File: src/cosl_pkg.sv
// Function
// - Software, auto-lock, multifunction pin and store triggers are ORed into one primary sync.
// - A multifunction pin trigger acts on the falling edge of its selected signal.
// - Software sets then clears the sync bit; the one-to-zero change is the event.
// - Frequency or phase lock can raise a primary sync, enabled per lock type.
// - Sync source 00: falling edge of primary sync directly restarts the outputs.
// - Sync source 01: primary rising edge arms wait for next active reference rising edge.
// - Sync source 10: primary rising edge arms wait for a feedback rollover.
// - Arming drives the detector output high, stalling every unmasked divider at once.
// - Awaited reference edge drops the detector output, restarting the dividers aligned.
// - The reference edge detector follows the active reference without software selection.
// - Sync release is reclocked into the divider clock before dividers restart.
// - Reference-aligned sync is one open-loop event, no later tracking of drift.
// - Each channel has a mask bit; a masked channel ignores synchronization.
// - Masked channels keep running while unmasked ones stay stalled.
// - A settings bit picks internal or external current set resistor.
// - Mode bit 3 picks low (0) or high (1) drive current per channel.
// - Each divider divides by its programmed value plus one; a value of 0 toggles and divides by two.
// - Enable changes take effect on period boundaries, so equal dividers switch together.
package cosl_pkg;

    localparam int APB_AW = 16;
    localparam int IDX_W  = 12;

    typedef struct packed {
        logic              psel;
        logic              penable;
        logic              pwrite;
        logic [APB_AW-1:0] paddr;
        logic [31:0]       pwdata;
    } cosl_apb_req_t;

    typedef struct packed {
        logic        pready;
        logic [31:0] prdata;
        logic        pslverr;
    } cosl_apb_rsp_t;

    // Register indices; byte address is four times the index
    localparam logic [IDX_W-1:0] IDX_DIST_SETTINGS = 12'h400;
    localparam logic [IDX_W-1:0] IDX_OUT_ENABLE    = 12'h401;
    localparam logic [IDX_W-1:0] IDX_SYNC_CTL      = 12'h402;
    localparam logic [IDX_W-1:0] IDX_AUTO_SYNC     = 12'h403;
    localparam logic [IDX_W-1:0] IDX_CH0_MODE      = 12'h404;
    localparam logic [IDX_W-1:0] IDX_CH1_MODE      = 12'h405;
    localparam logic [IDX_W-1:0] IDX_DIV_Q0        = 12'h410;
    localparam logic [IDX_W-1:0] IDX_DIV_Q1        = 12'h411;
    localparam logic [IDX_W-1:0] IDX_SYNC_STATUS   = 12'h412;
    localparam logic [IDX_W-1:0] IDX_SYNC_TRIG     = 12'ha02;

    // Field positions
    localparam int BIT_HF_RX      = 4;
    localparam int BIT_EXT_RSET   = 5;
    localparam int BIT_SRC_LO     = 4;
    localparam int BIT_SW_SYNC    = 1;
    localparam int BIT_AUTO_FREQ  = 0;
    localparam int BIT_AUTO_PHASE = 1;
    localparam int BIT_DRIVE      = 3;
    localparam int BIT_POL_INV    = 4;

    // Reset values
    localparam logic [7:0] RST_REG8  = 8'h00;
    localparam int         RST_DIVQ  = 0;

    // Restart latency from sync release, in divider clock cycles
    localparam int RECLOCK_CYCLES = 4;

    typedef enum logic [1:0] {
        COSL_SRC_DIRECT = 2'b00,
        COSL_SRC_REF    = 2'b01,
        COSL_SRC_FB     = 2'b10,
        COSL_SRC_RSVD   = 2'b11
    } cosl_src_t;

endpackage

File: src/cosl_top.sv
// The APB interface to the registers was chosen for this implementation.
module cosl_top #(
    parameter int DIV_W           = 30,
    parameter int RECLOCK_STAGES  = cosl_pkg::RECLOCK_CYCLES
) (
    input  wire logic                    core_clk,
    input  wire logic                    nrst,
    input  wire cosl_pkg::cosl_apb_req_t apb_req,
    output      cosl_pkg::cosl_apb_rsp_t apb_rsp,
    input  wire logic                    freq_lock,
    input  wire logic                    phase_lock,
    input  wire logic                    mf_sync_sel,
    input  wire logic                    nv_sync,
    input  wire logic [3:0]              ref_in,
    input  wire logic [1:0]              ref_active_sel,
    input  wire logic                    fb_rollover,
    output      logic [1:0]              chan_out,
    output      logic [1:0]              chan_drive_strong,
    output      logic                    current_set_external,
    output      logic                    hf_receiver_sel,
    output      logic                    sync_pulse
);

    generate
        if (DIV_W < 2 || DIV_W > 30)
        begin : g_bad_div
            $error("DIV_W must lie in 2..30");
        end
        if (RECLOCK_STAGES < 2 || RECLOCK_STAGES > 8)
        begin : g_bad_reclock
            $error("RECLOCK_STAGES must lie in 2..8");
        end
    endgenerate

    localparam logic [DIV_W-1:0] ONE_Q  = DIV_W'(1);
    localparam logic [DIV_W-1:0] ZERO_Q = DIV_W'(cosl_pkg::RST_DIVQ);
    localparam int               IDX_W_L      = cosl_pkg::IDX_W;
    localparam int               APB_AW_L     = cosl_pkg::APB_AW;
    // Last stage that still shows a stall one cycle before release
    localparam int               RECLOCK_LAST = RECLOCK_STAGES - 1;

    typedef struct packed {
        logic                        ready;
        logic                        slverr;
        logic [31:0]                 rdata;
        logic [7:0]                  dist_settings;
        logic [1:0]                  out_enable;
        logic [7:0]                  sync_ctl;
        logic [7:0]                  auto_ctl;
        logic [1:0][7:0]             ch_mode;
        logic [7:0]                  trig_ctl;
        logic [1:0][DIV_W-1:0]       divq;
        logic                        mf_q;
        logic                        nv_q;
        logic [1:0]                  lock_q;
        logic                        auto_pulse;
        logic                        prim_q;
        logic                        armed;
        logic                        ref_meta;
        logic                        ref_sync;
        logic                        ref_q;
        logic [RECLOCK_STAGES-1:0]   pipe;
        logic [1:0][DIV_W-1:0]       cnt;
        logic [1:0]                  dout;
        logic [1:0]                  en_eff;
        logic [1:0]                  clk_out;
        logic [7:0]                  sync_count;
    } cosl_state_t;

    localparam cosl_state_t ST_RST = '0;

    cosl_state_t        s;
    cosl_state_t        next_s;
    logic               prim;
    logic               prim_rise;
    logic               prim_fall;
    logic               ref_rise;
    logic               stall_src;
    logic               stall_dly;
    logic [1:0]         chan_stall;
    cosl_pkg::cosl_src_t src;

    assign src       = cosl_pkg::cosl_src_t'(s.sync_ctl[cosl_pkg::BIT_SRC_LO +: 2]);
    // Every trigger source feeds one primary level
    assign prim      = s.trig_ctl[cosl_pkg::BIT_SW_SYNC] | s.mf_q | s.nv_q | s.auto_pulse;
    assign prim_rise = prim & ~s.prim_q;
    // Bit clear and pin fall both show up as a primary fall
    assign prim_fall = ~prim & s.prim_q;
    assign ref_rise  = s.ref_sync & ~s.ref_q;
    // Direct mode stalls while primary is high; armed modes stall while armed
    assign stall_src = ((src == cosl_pkg::COSL_SRC_DIRECT) & prim) | s.armed;
    assign stall_dly = s.pipe[RECLOCK_STAGES-1];
    assign chan_stall = {2{stall_dly}} & ~s.sync_ctl[1:0];

    always_comb
    begin
        logic [IDX_W_L-1:0] idx;
        logic               hit;
        logic [31:0]        rd;
        logic [DIV_W:0]     qp1;
        logic [DIV_W-1:0]   half;
        idx    = apb_req.paddr[2 +: IDX_W_L];
        hit    = 1'b0;
        rd     = 32'h0000_0000;
        qp1    = '0;
        half   = '0;
        next_s = s;

        // Bus slave: decode in setup, answer in access
        next_s.ready  = apb_req.psel & ~apb_req.penable;
        next_s.slverr = 1'b0;
        next_s.rdata  = 32'h0000_0000;
        hit = 1'b1;
        unique case (idx)
            cosl_pkg::IDX_DIST_SETTINGS: rd = {24'h00_0000, s.dist_settings};
            cosl_pkg::IDX_OUT_ENABLE:    rd = {30'h0000_0000, s.out_enable};
            cosl_pkg::IDX_SYNC_CTL:      rd = {24'h00_0000, s.sync_ctl};
            cosl_pkg::IDX_AUTO_SYNC:     rd = {24'h00_0000, s.auto_ctl};
            cosl_pkg::IDX_CH0_MODE:      rd = {24'h00_0000, s.ch_mode[0]};
            cosl_pkg::IDX_CH1_MODE:      rd = {24'h00_0000, s.ch_mode[1]};
            cosl_pkg::IDX_DIV_Q0:        rd = 32'(s.divq[0]);
            cosl_pkg::IDX_DIV_Q1:        rd = 32'(s.divq[1]);
            cosl_pkg::IDX_SYNC_STATUS:   rd = {16'h0000, s.sync_count, 3'h0, s.prim_q, chan_stall,
                                               stall_dly, s.armed};
            cosl_pkg::IDX_SYNC_TRIG:     rd = {24'h00_0000, s.trig_ctl};
            default:                     hit = 1'b0;
        endcase
        if (apb_req.paddr[1:0] != 2'h0 || apb_req.paddr[APB_AW_L-1:IDX_W_L+2] != '0)
        begin
            hit = 1'b0;
        end
        if (apb_req.psel && !apb_req.penable)
        begin
            next_s.slverr = ~hit;
            next_s.rdata  = (hit && !apb_req.pwrite) ? rd : 32'h0000_0000;
        end
        if (apb_req.psel && apb_req.penable && s.ready && apb_req.pwrite && !s.slverr)
        begin
            unique case (idx)
                cosl_pkg::IDX_DIST_SETTINGS: next_s.dist_settings = apb_req.pwdata[7:0];
                cosl_pkg::IDX_OUT_ENABLE:    next_s.out_enable    = apb_req.pwdata[1:0];
                cosl_pkg::IDX_SYNC_CTL:      next_s.sync_ctl      = apb_req.pwdata[7:0];
                cosl_pkg::IDX_AUTO_SYNC:     next_s.auto_ctl      = apb_req.pwdata[7:0];
                cosl_pkg::IDX_CH0_MODE:      next_s.ch_mode[0]    = apb_req.pwdata[7:0];
                cosl_pkg::IDX_CH1_MODE:      next_s.ch_mode[1]    = apb_req.pwdata[7:0];
                cosl_pkg::IDX_DIV_Q0:        next_s.divq[0]       = apb_req.pwdata[DIV_W-1:0];
                cosl_pkg::IDX_DIV_Q1:        next_s.divq[1]       = apb_req.pwdata[DIV_W-1:0];
                cosl_pkg::IDX_SYNC_TRIG:     next_s.trig_ctl      = apb_req.pwdata[7:0];
                default:                     next_s.rdata         = 32'h0000_0000;
            endcase
        end

        // Trigger sampling, one level per source
        next_s.mf_q   = mf_sync_sel;
        next_s.nv_q   = nv_sync;
        next_s.lock_q = {phase_lock, freq_lock};
        // A lock arriving makes a one-cycle primary high, whose fall syncs in direct mode
        next_s.auto_pulse = (freq_lock & ~s.lock_q[0] & s.auto_ctl[cosl_pkg::BIT_AUTO_FREQ])
                          | (phase_lock & ~s.lock_q[1] & s.auto_ctl[cosl_pkg::BIT_AUTO_PHASE]);
        next_s.prim_q = prim;

        // Reference path follows the active input on its own
        next_s.ref_meta = ref_in[ref_active_sel];
        next_s.ref_sync = s.ref_meta;
        next_s.ref_q    = s.ref_sync;

        // Armed detector; clears once, then waits for a fresh primary rise
        unique case (src)
            cosl_pkg::COSL_SRC_REF:
            begin
                if (s.armed && ref_rise)
                    next_s.armed = 1'b0;
                else if (prim_rise)
                    next_s.armed = 1'b1;
            end
            cosl_pkg::COSL_SRC_FB:
            begin
                if (s.armed && fb_rollover)
                    next_s.armed = 1'b0;
                else if (prim_rise)
                    next_s.armed = 1'b1;
            end
            cosl_pkg::COSL_SRC_DIRECT:   next_s.armed = 1'b0;
            cosl_pkg::COSL_SRC_RSVD:     next_s.armed = 1'b0;
        endcase

        // Release is delayed through the reclocking stages
        next_s.pipe = {s.pipe[RECLOCK_STAGES-2:0], stall_src};
        if (s.pipe[0] && !stall_src)
            next_s.sync_count = s.sync_count + 8'h01;

        for (int i = 0; i < 2; i++)
        begin
            qp1  = {1'b0, s.divq[i]} + {{DIV_W{1'b0}}, 1'b1};
            half = qp1[DIV_W:1];
            if (chan_stall[i])
            begin
                // Held at period start so all unmasked channels leave together
                next_s.cnt[i]  = ZERO_Q;
                next_s.dout[i] = 1'b0;
            end
            else
            begin
                next_s.cnt[i] = (s.cnt[i] >= s.divq[i]) ? ZERO_Q : s.cnt[i] + ONE_Q;
                // Ratio one cannot pass the clock through a flop; it toggles instead
                if (s.divq[i] == ZERO_Q)
                    next_s.dout[i] = ~s.dout[i];
                else
                    next_s.dout[i] = (next_s.cnt[i] < half);
            end
            // Enables land only at a period start, never mid pulse
            if (chan_stall[i] || next_s.cnt[i] == ZERO_Q)
                next_s.en_eff[i] = s.out_enable[i];
            next_s.clk_out[i] = next_s.en_eff[i] & (next_s.dout[i] ^ s.ch_mode[i][cosl_pkg::BIT_POL_INV]);
        end
    end

    always_ff @(posedge core_clk or negedge nrst)
    begin
        if (!nrst)
            s <= ST_RST;
        else
            s <= next_s;
    end

    assign apb_rsp.pready        = s.ready;
    assign apb_rsp.prdata        = s.rdata;
    assign apb_rsp.pslverr       = s.slverr;
    assign chan_out              = s.clk_out;
    assign chan_drive_strong     = {s.ch_mode[1][cosl_pkg::BIT_DRIVE], s.ch_mode[0][cosl_pkg::BIT_DRIVE]};
    assign current_set_external  = s.dist_settings[cosl_pkg::BIT_EXT_RSET];
    assign hf_receiver_sel       = s.dist_settings[cosl_pkg::BIT_HF_RX];
    assign sync_pulse            = s.pipe[RECLOCK_STAGES-1];
endmodule

File: config.mk
export PLATFORM = sky130hd
export DESIGN_NAME = cosl_top
export DESIGN_NICKNAME = d
export VERILOG_FILES = /design/src/cosl_pkg.sv /design/src/cosl_top.sv
export SDC_FILE = /design/constraint.sdc
export NUM_CORES = 1
export LEC_CHECK = 0
export BUFFER_PORTS_ARGS = -buffer_cell sky130_fd_sc_hd__clkbuf_2
export CAP_MARGIN = 0
export CORE_MARGIN = 4
export CORE_UTILIZATION = 62
export CTS_CLUSTER_DIAMETER = 50
export DETAILED_ROUTE_END_ITERATION = 8
export PLACE_DENSITY = 0.92
export SKIP_LAST_GASP = 1
export SLEW_MARGIN = 25
export SYNTH_ARGS = -nofsm -noshare
export SYNTH_HDL_FRONTEND = slang
export SYNTH_SLANG_ARGS = --single-unit
File: constraint.sdc
create_clock -name core_clk -period 5.6 [get_ports core_clk]
set_clock_uncertainty 0.1 [all_clocks]
set_input_delay 1.4 -clock core_clk [delete_from_list [all_inputs] [get_ports core_clk]]
set_output_delay 1.4 -clock core_clk [all_outputs]
set_load 0.05 [all_outputs]
# Yosys cells after proc, flatten, opt, wreduce, memory -nomap -nowiden

Cells that the tools add are included.

Register bits after elaboration: 232
Bits of input ports: 64
Output and inout bits: 41

$add $sub $neg: 5
Order comparisons: 5
Eq/ne operators: 13
Muxes and demuxes: 32
Bitwise operators: 27
Reductions and logical operators: 35

Operator list:

| cell                    | count |
|---|---|
| $pmux W30 S10           | 1 |
| $mux W30                | 6 |
| $mux W142               | 1 |
| $logic_not A30 Y1       | 4 |
| $eq A12 B11 Y1 const B  | 9 |
| $mux W32                | 2 |
| $add A30 B1 Y31 const B | 2 |
| $add A30 B1 Y30 const B | 2 |
| $ge A30 B30 Y1          | 2 |
| $lt A30 B30 Y1          | 2 |
| $mux W8                 | 6 |
| $mux W33                | 1 |
| $reduce_and A2 Y1       | 9 |
| $eq A12 B12 Y1 const B  | 1 |
| $mux W1                 | 12 |
| $and A1 B1 Y1           | 10 |
| $reduce_or A10 Y1       | 1 |
| $logic_and A1 B1 Y1     | 9 |
| $reduce_or A9 Y1        | 1 |
| $add A8 B1 Y8 const B   | 1 |
| $not A1 Y1              | 8 |
| $or A1 B1 Y1            | 5 |
| $eq A2 B2 Y1 const B    | 2 |
| $logic_not A1 Y1        | 4 |
| other kinds (12)        | 16 |

# Depth between registers and ports, before layout

Gate-level depths: netlist of run 1.

Word-level depth: 9
Mapped depth: 21
Gate-level depth less buffers: 18

# Worst setup path after synthesis of run 1

OpenSTA, ideal clock, no wires.

Path type: register to register
Start: register s[98] in the netlist's numbering
End: register s (netlist bit chan_out[0])
Data arrival time: 4.194 ns
Required time: 5.376 ns
Path slack: 1.181 ns
Cell stages (with the launch flop): 22
Buffers on the path: 3
Path through: dfrtp_1 -> clkbuf_1 -> inv_1 -> ha_1 -> nand4_1 -> nor4_1 -> a221o_1 -> a31o_2 -> o21ai_0 -> nand3_1 -> clkbuf_1 -> buf_1 -> nor2_1 -> ha_1 -> a2111oi_0 -> o21ai_0 -> a31o_2 -> a211oi_1 -> nand4_1 -> o21ai_0 -> xnor2_1 -> a21oi_1

RTL lines:

| what                   | RTL line        | text |
|---|---|---|
| start, declared        | cosl_top.sv:72  | `cosl_state_t s;` |
| start signal, assigned | cosl_top.sv:223 | `s <= next_s;` |

==> flow_summary.yaml, run 1 <==
drt:
  drc: 0
  ant_nets: 0
  drtIter0Drc: 1916
  vias_per_cell: 6.60
  num_vias: 13100
  drt_wl_total_um: 41900
  avgRoutedWirePerCell_um: 21.0
  dr.pass1.iters: 9
worst_hold_path:
  hold_path_class: "reg -> reg"
  hp-start: "next_s[79]"
  hold_depth: 0
  hold_end: "next_s[78]"
die:
  die_h_um: 162
  num_rows: 56
  die_x_um: 162
  io_pins: 105
  start_util_pct: 63.0
  core_um2: 23400
  dieArea_um2: 26300
global_routing:
  first_global_vias: 13000
  overflow: 0
  grt_pass1_wl_um: 67400
  grt.total_usage_pct: 31.5
  grt_start_max_net_pins: 116
  antenna_found_initial: 1
timing:
  fin_ws_ps: 517
  slew_headroom_pct: 33.0
  finalHoldViolations: 0
  fin_crit_sh_pct: 90.8
  worst-slew-pin-transition_ps: 1000
  drv_slew: 0
  rsz0062_at_grt: "false"
  fmax_mhz: 197
  setup-tns-final_ps: 0
  fin_crit_ps: 5080
  finalSetupViolations: 0
place:
  gp_congestion: 0.965
  numPortBuffers: 100
  dp_hpwl_um: 29900
  dp_slack_ps: 613
synth:
  syn_area_um2: 14700
  yosysWarnings: 0
  ys_ff_latch: 230
  ys_types: 77
  avgSynthCellArea_um2: 9.19
  async_flop_share_pct: 100
  syn_inst: 1604
  synth_top_cell_area_share_pct: 39.0
  yosysTopAreaCell: "dfrtp_1"
  synthTopCellsByArea: "dfrtp_1, ha_1, xnor2_1"
  synth_edf_count: 0
  ys.flop_type: "dfrtp_1"
  ys_seq_area_share_pct: 39.0
power:
  power_density_nw_per_um2: 228
  ir_drop_mv: 0.209
  p_leak_nw: 7.91
run_status:
  status: "finished clean"
clock_tree:
  post_cts_buffers: 0
  cts-root-buf: "clkbuf_16"
  cts_hold_buf: 0
  cts.clk_slew.worst_paths_ps: 60
  ctsResizeCount: 0
  cts.path.max_buffers: 3
  cts-htree-levels: 1
  cts.sinks: 230
  clkLatencyLatePin_ps: 570
  tritoncts: "yes"
  numCtsBuffers: 27
worst_setup_path:
  start_kind: "register"
  cp.required_ps: 5980
  crit_buf_inv: 2
  setup.worst_path.class: "reg -> reg"
  worst_ep_arrival_time_ps: 5460
  reg2reg_from: "s[104]"
  endpoint_kind: "register"
  cp_common_cell: "o21ai_0"
  worstPathMaxFanout: 21
  cp_cell_sequence: "inv_1, ha_1, nand4_1, nor4_1, a221o_1, a31o_2, o21ai_0, nand3_1, buf_4, nor2_1, ha_1, a2111oi_0, o21ai_0, a31o_2, a211oi_1, nand4_1, o21ai_0, xnor2_1, a21oi_1"
  worst_path_max_delay_cell: "nor4_1"
  rr_worst_depth: 19
  ff2ff_setup_slack_ps: 520
  cp_top_family: "compound AO/OA/AOI/OAI gates"
  critPathMaxStageDelay_ps: 500
  r2r-end: "chan_out[0]"
final_layout:
  final_util_pct: 69.2
  fin_nets: 1842
  syn_to_final_growth_pct: 9.89
  drive_gt1_share_pct: 14.8
  final_common_cell: "dfrtp_1"
  layout_common_cells: "dfrtp_1, nor2_1, nand2_1"
job:
  maxCapViolCount: 0
[layout make-up]
| class | instances | area [um2] |
|---|---|---|
| flip-flops and latches | 230 | 5760 |
| clock inverters | 12 | 160 |
| repair buffers | 114 | 616 |
| clock buffers | 37 | 753 |
| fillers | 1649 | 7200 |
| inverters | 81 | 304 |
| multi-input cells | 1199 | 8210 |
| diodes | 1 | 2.50 |
| well taps | 319 | 399 |
[registers in the layout, indices dropped and copies added (netlist names)]
signal,flops
apb_rsp,32
hf_receiver_sel,1
sync_pulse,1
chan_drive_strong,2
chan_out,2
s,186
current_set_external,1
next_s,5
[synth_stat cells, types with 5 or more instances]
master,n
dfrtp_1,230
or2_2,5
or3_1,6
buf_4,38
a21oi_1,45
nor3_1,49
mux2_2,52
a211oi_1,7
nand2b_1,7
xor2_1,31
a222oi_1,21
nor2b_1,7
nand2_1,138
clkbuf_1,49
a41oi_1,9
ha_1,125
buf_2,5
a21o_1,12
mux2i_1,5
nand4_1,58
a22oi_1,23
o21ai_0,84
inv_1,81
and3_1,15
nand3_1,61
and2_1,5
nor4_2,9
nor4_1,32
xnor2_1,88
and4_1,12
o31ai_1,5
nor2_1,205
[per-layer routing]
layer / up-vias / share of wire, % / GRT usage, %
met1: 6240 / 38 / 40.8
met4: 0 / 5.9 / 16.1
met3: 213 / 9.8 / 5.68
met2: 855 / 47 / 51.1
met5: - / 0 / 0
li1: 5841 / - / -
[through the flow]
stage                     instance area, um2  power [mW]  hold slack [ps]  std cells
after floorplan                        14700        1.82              231       1605
after global placement                 15300        1.91              233       1943
after detailed placement               15300        1.92              236       1943
after CTS                              16200        3.70              250       1992
after global routing                   16200        3.80              253       1993
final                                  16200        3.70              249       1993
[power by group]
| group | switching [mW] | internal [mW] | leakage (nW) |
|---|---|---|---|
| clock | 0.750 | 1.05 | 0.445 |
| sequential | 0.0304 | 1.69 | 2.85 |
| combinational | 0.119 | 0.0602 | 4.61 |
[worst max path at each step]
| stage | end | from | slack (ps) | cells after the start |
|---|---|---|---|---|
| 2_1_floorplan | chan_out[0] | s[98] | 1180 | 21 |
| 3_3_place_gp | chan_out[0] | s[105] | 800 | 19 |
| 3_5_place_dp | chan_out[0] | s[105] | 610 | 19 |
| 4_1_cts | chan_out[0] | s[104] | 610 | 19 |
| 5_1_grt | chan_out[1] | s[138] | 160 | 19 |
| 6_report | chan_out[0] | s[104] | 520 | 19 |
[cell families after synthesis]
| family | Yosys count | share of synthesized area, % |
|---|---|---|
| other cells | 1 | 0.0254 |
| fa+ha+maj | 125 | 10.6 |
| flops | 230 | 39.0 |
| xor+xnor | 119 | 7.07 |
| buf+inv | 176 | 5.54 |
| compound gates | 255 | 11.6 |
| simple gates | 637 | 21.4 |
| mux | 61 | 4.74 |
Power figures use the tool's default switching activity.
==> run 2, diff against run 1 <==
--- a/config.mk
+++ b/config.mk
@@ -5,13 +5,13 @@
 export SDC_FILE = /design/constraint.sdc
 export NUM_CORES = 1
 export LEC_CHECK = 0
-export BUFFER_PORTS_ARGS = -buffer_cell sky130_fd_sc_hd__clkbuf_2
 export CAP_MARGIN = 0
 export CORE_MARGIN = 4
-export CORE_UTILIZATION = 62
+export CORE_UTILIZATION = 65
 export CTS_CLUSTER_DIAMETER = 50
 export DETAILED_ROUTE_END_ITERATION = 8
-export PLACE_DENSITY = 0.92
+export DONT_BUFFER_PORTS = 1
+export PLACE_DENSITY = 0.91
 export SKIP_LAST_GASP = 1
 export SLEW_MARGIN = 25
 export SYNTH_ARGS = -nofsm -noshare
==> run 2 against run 1 <==
- critical endpoint unchanged
- core utilization is 1.8 points higher
- total power increased by 0.34%
- worst setup slack got worse by 260 ps
==> flow_summary.yaml, run 2 (synthesis gave the netlist of run 1 again) <==
drt:
  vias_per_cell: 6.89
  ant_nets: 0
  route.top_layer_used: "met4"
  avgRoutedWirePerCell_um: 22.3
  dr.pass1.iters: 7
  drtIter0Drc: 1969
  wl_met2_um: 19100
  wl_met1_um: 15500
  wl_met3_um: 4340
  drt_wl_total_um: 41400
  drc: 0
  num_vias: 12800
worst_hold_path:
  hold_depth: 0
  hold_path_class: "reg -> reg"
clock_tree:
  cts-htree-levels: 1
  tritoncts: "yes"
  post_cts_buffers: 0
  clkLatencyLatePin_ps: 570
  cts.clk_slew.worst_paths_ps: 60
  cts_hold_buf: 0
  cts.path.max_buffers: 3
  ctsResizeCount: 0
  cts.sinks: 230
  cts-root-buf: "clkbuf_16"
  numCtsBuffers: 29
worst_setup_path:
  cp_top_family: "compound AO/OA/AOI/OAI gates"
  endpoint_kind: "register"
  worst_ep_arrival_time_ps: 5690
  crit_buf_inv: 1
  ff2ff_setup_slack_ps: 260
  start_kind: "register"
  cp_common_cell: "o21ai_0"
  worst_path_max_delay_cell: "a2111oi_0"
  critPathMaxStageDelay_ps: 530
  worst-path-stages: 18
  cp.required_ps: 5950
  rr_worst_depth: 18
  worstPathMaxFanout: 9
  cp_cell_sequence: "inv_1, ha_1, a21o_1, a21o_1, a221o_1, a31o_2, o21ai_0, nand3_1, nor2_1, ha_1, a2111oi_0, o21ai_0, a31o_2, a211oi_1, nand4_1, o21ai_0, xnor2_1, a21oi_1"
  setup.worst_path.class: "reg -> reg"
timing:
  fmax_mhz: 187
  drv_slew: 0
  rsz0062_at_grt: "false"
  worst-slew-pin-transition_ps: 1170
  finalHoldViolations: 0
  finalSetupViolations: 0
  fin_crit_sh_pct: 95.4
  slew_headroom_pct: 21.5
  fin_crit_ps: 5340
  setup-tns-final_ps: 0
final_layout:
  drive_gt1_share_pct: 9.72
  fin_nets: 1740
  layout_common_cells: "dfrtp_1, nor2_1, nand2_1"
  syn_to_final_growth_pct: 6.40
  stdcell_count: 1855
  top_register: "s"
  final_common_cell: "dfrtp_1"
  largest_register_ffs: 186
run_status:
  status: "finished clean"
global_routing:
  grt_start_max_net_pins: 231
  first_global_vias: 12200
  grt_pass1_wl_um: 65000
  overflow: 0
  grt.total_usage_pct: 32.4
  antenna_found_initial: 1
die:
  die_x_um: 159
  die_h_um: 159
  dieArea_um2: 25200
  num_rows: 54
  start_util_pct: 66.7
  core_um2: 22100
  io_pins: 105
job:
  maxCapViolCount: 0
place:
  numPortBuffers: 0
  dp_hpwl_um: 29100
  gp_congestion: 0.987
  place_inst: 1800
power:
  p_total_mw: 3.71
  ir_drop_mv: 0.189
  power_density_nw_per_um2: 237
  p_leak_nw: 7.49
run 2: through the flow:
| step | util [%] | hold WS [ps] | area [um2] | worst slack (ps) |
|---|---|---|---|---|
| floorplan | - | 231 | 14700 | 1180 |
| global placement | 66.4 | 234 | 14700 | 768 |
| detailed placement | 66.4 | 235 | 14700 | 514 |
| CTS | 70.9 | 249 | 15700 | 477 |
| global route | 71.0 | 264 | 15700 | 70.2 |
| finish | 71.0 | 248 | 15700 | 257 |
run 2: where the power goes:
| part | internal [mW] | leakage, nW | total, mW | switching (mW) |
|---|---|---|---|---|
| logic | 0.0440 | 4.16 | 0.0999 | 0.0559 |
| clock network | 1.08 | 0.480 | 1.89 | 0.807 |
| registers | 1.69 | 2.85 | 1.72 | 0.0358 |
| total | 2.81 | 7.49 | 3.71 | 0.899 |
run 2: layer usage:
layer / vias to the layer above / track usage (%)
met5: - / 0
met2: 904 / 50.8
met3: 192 / 6.50
li1: 5627 / -
met4: 0 / 16.3
met1: 6056 / 43.0
run 2: worst paths after layout:
check / from / endpoint
max in group asynchronous: nrst / s[57]
min: next_s[79] / next_s[78]
min reg2reg: next_s[79] / next_s[78]
max reg2reg: s[103] / chan_out[0]
min in group asynchronous: nrst / s[41]
max: s[103] / chan_out[0]
run 2: area by class of cell:
cell class              instances  area (um2)
diodes                          1        2.50
clock buffers                  35         788
clock inverters                19         199
fillers                      1452        6410
inverters                      81         304
multi-input cells            1199        8210
flip-flops and latches        230        5760
well taps                     280         350
repair buffers                 10        75.1
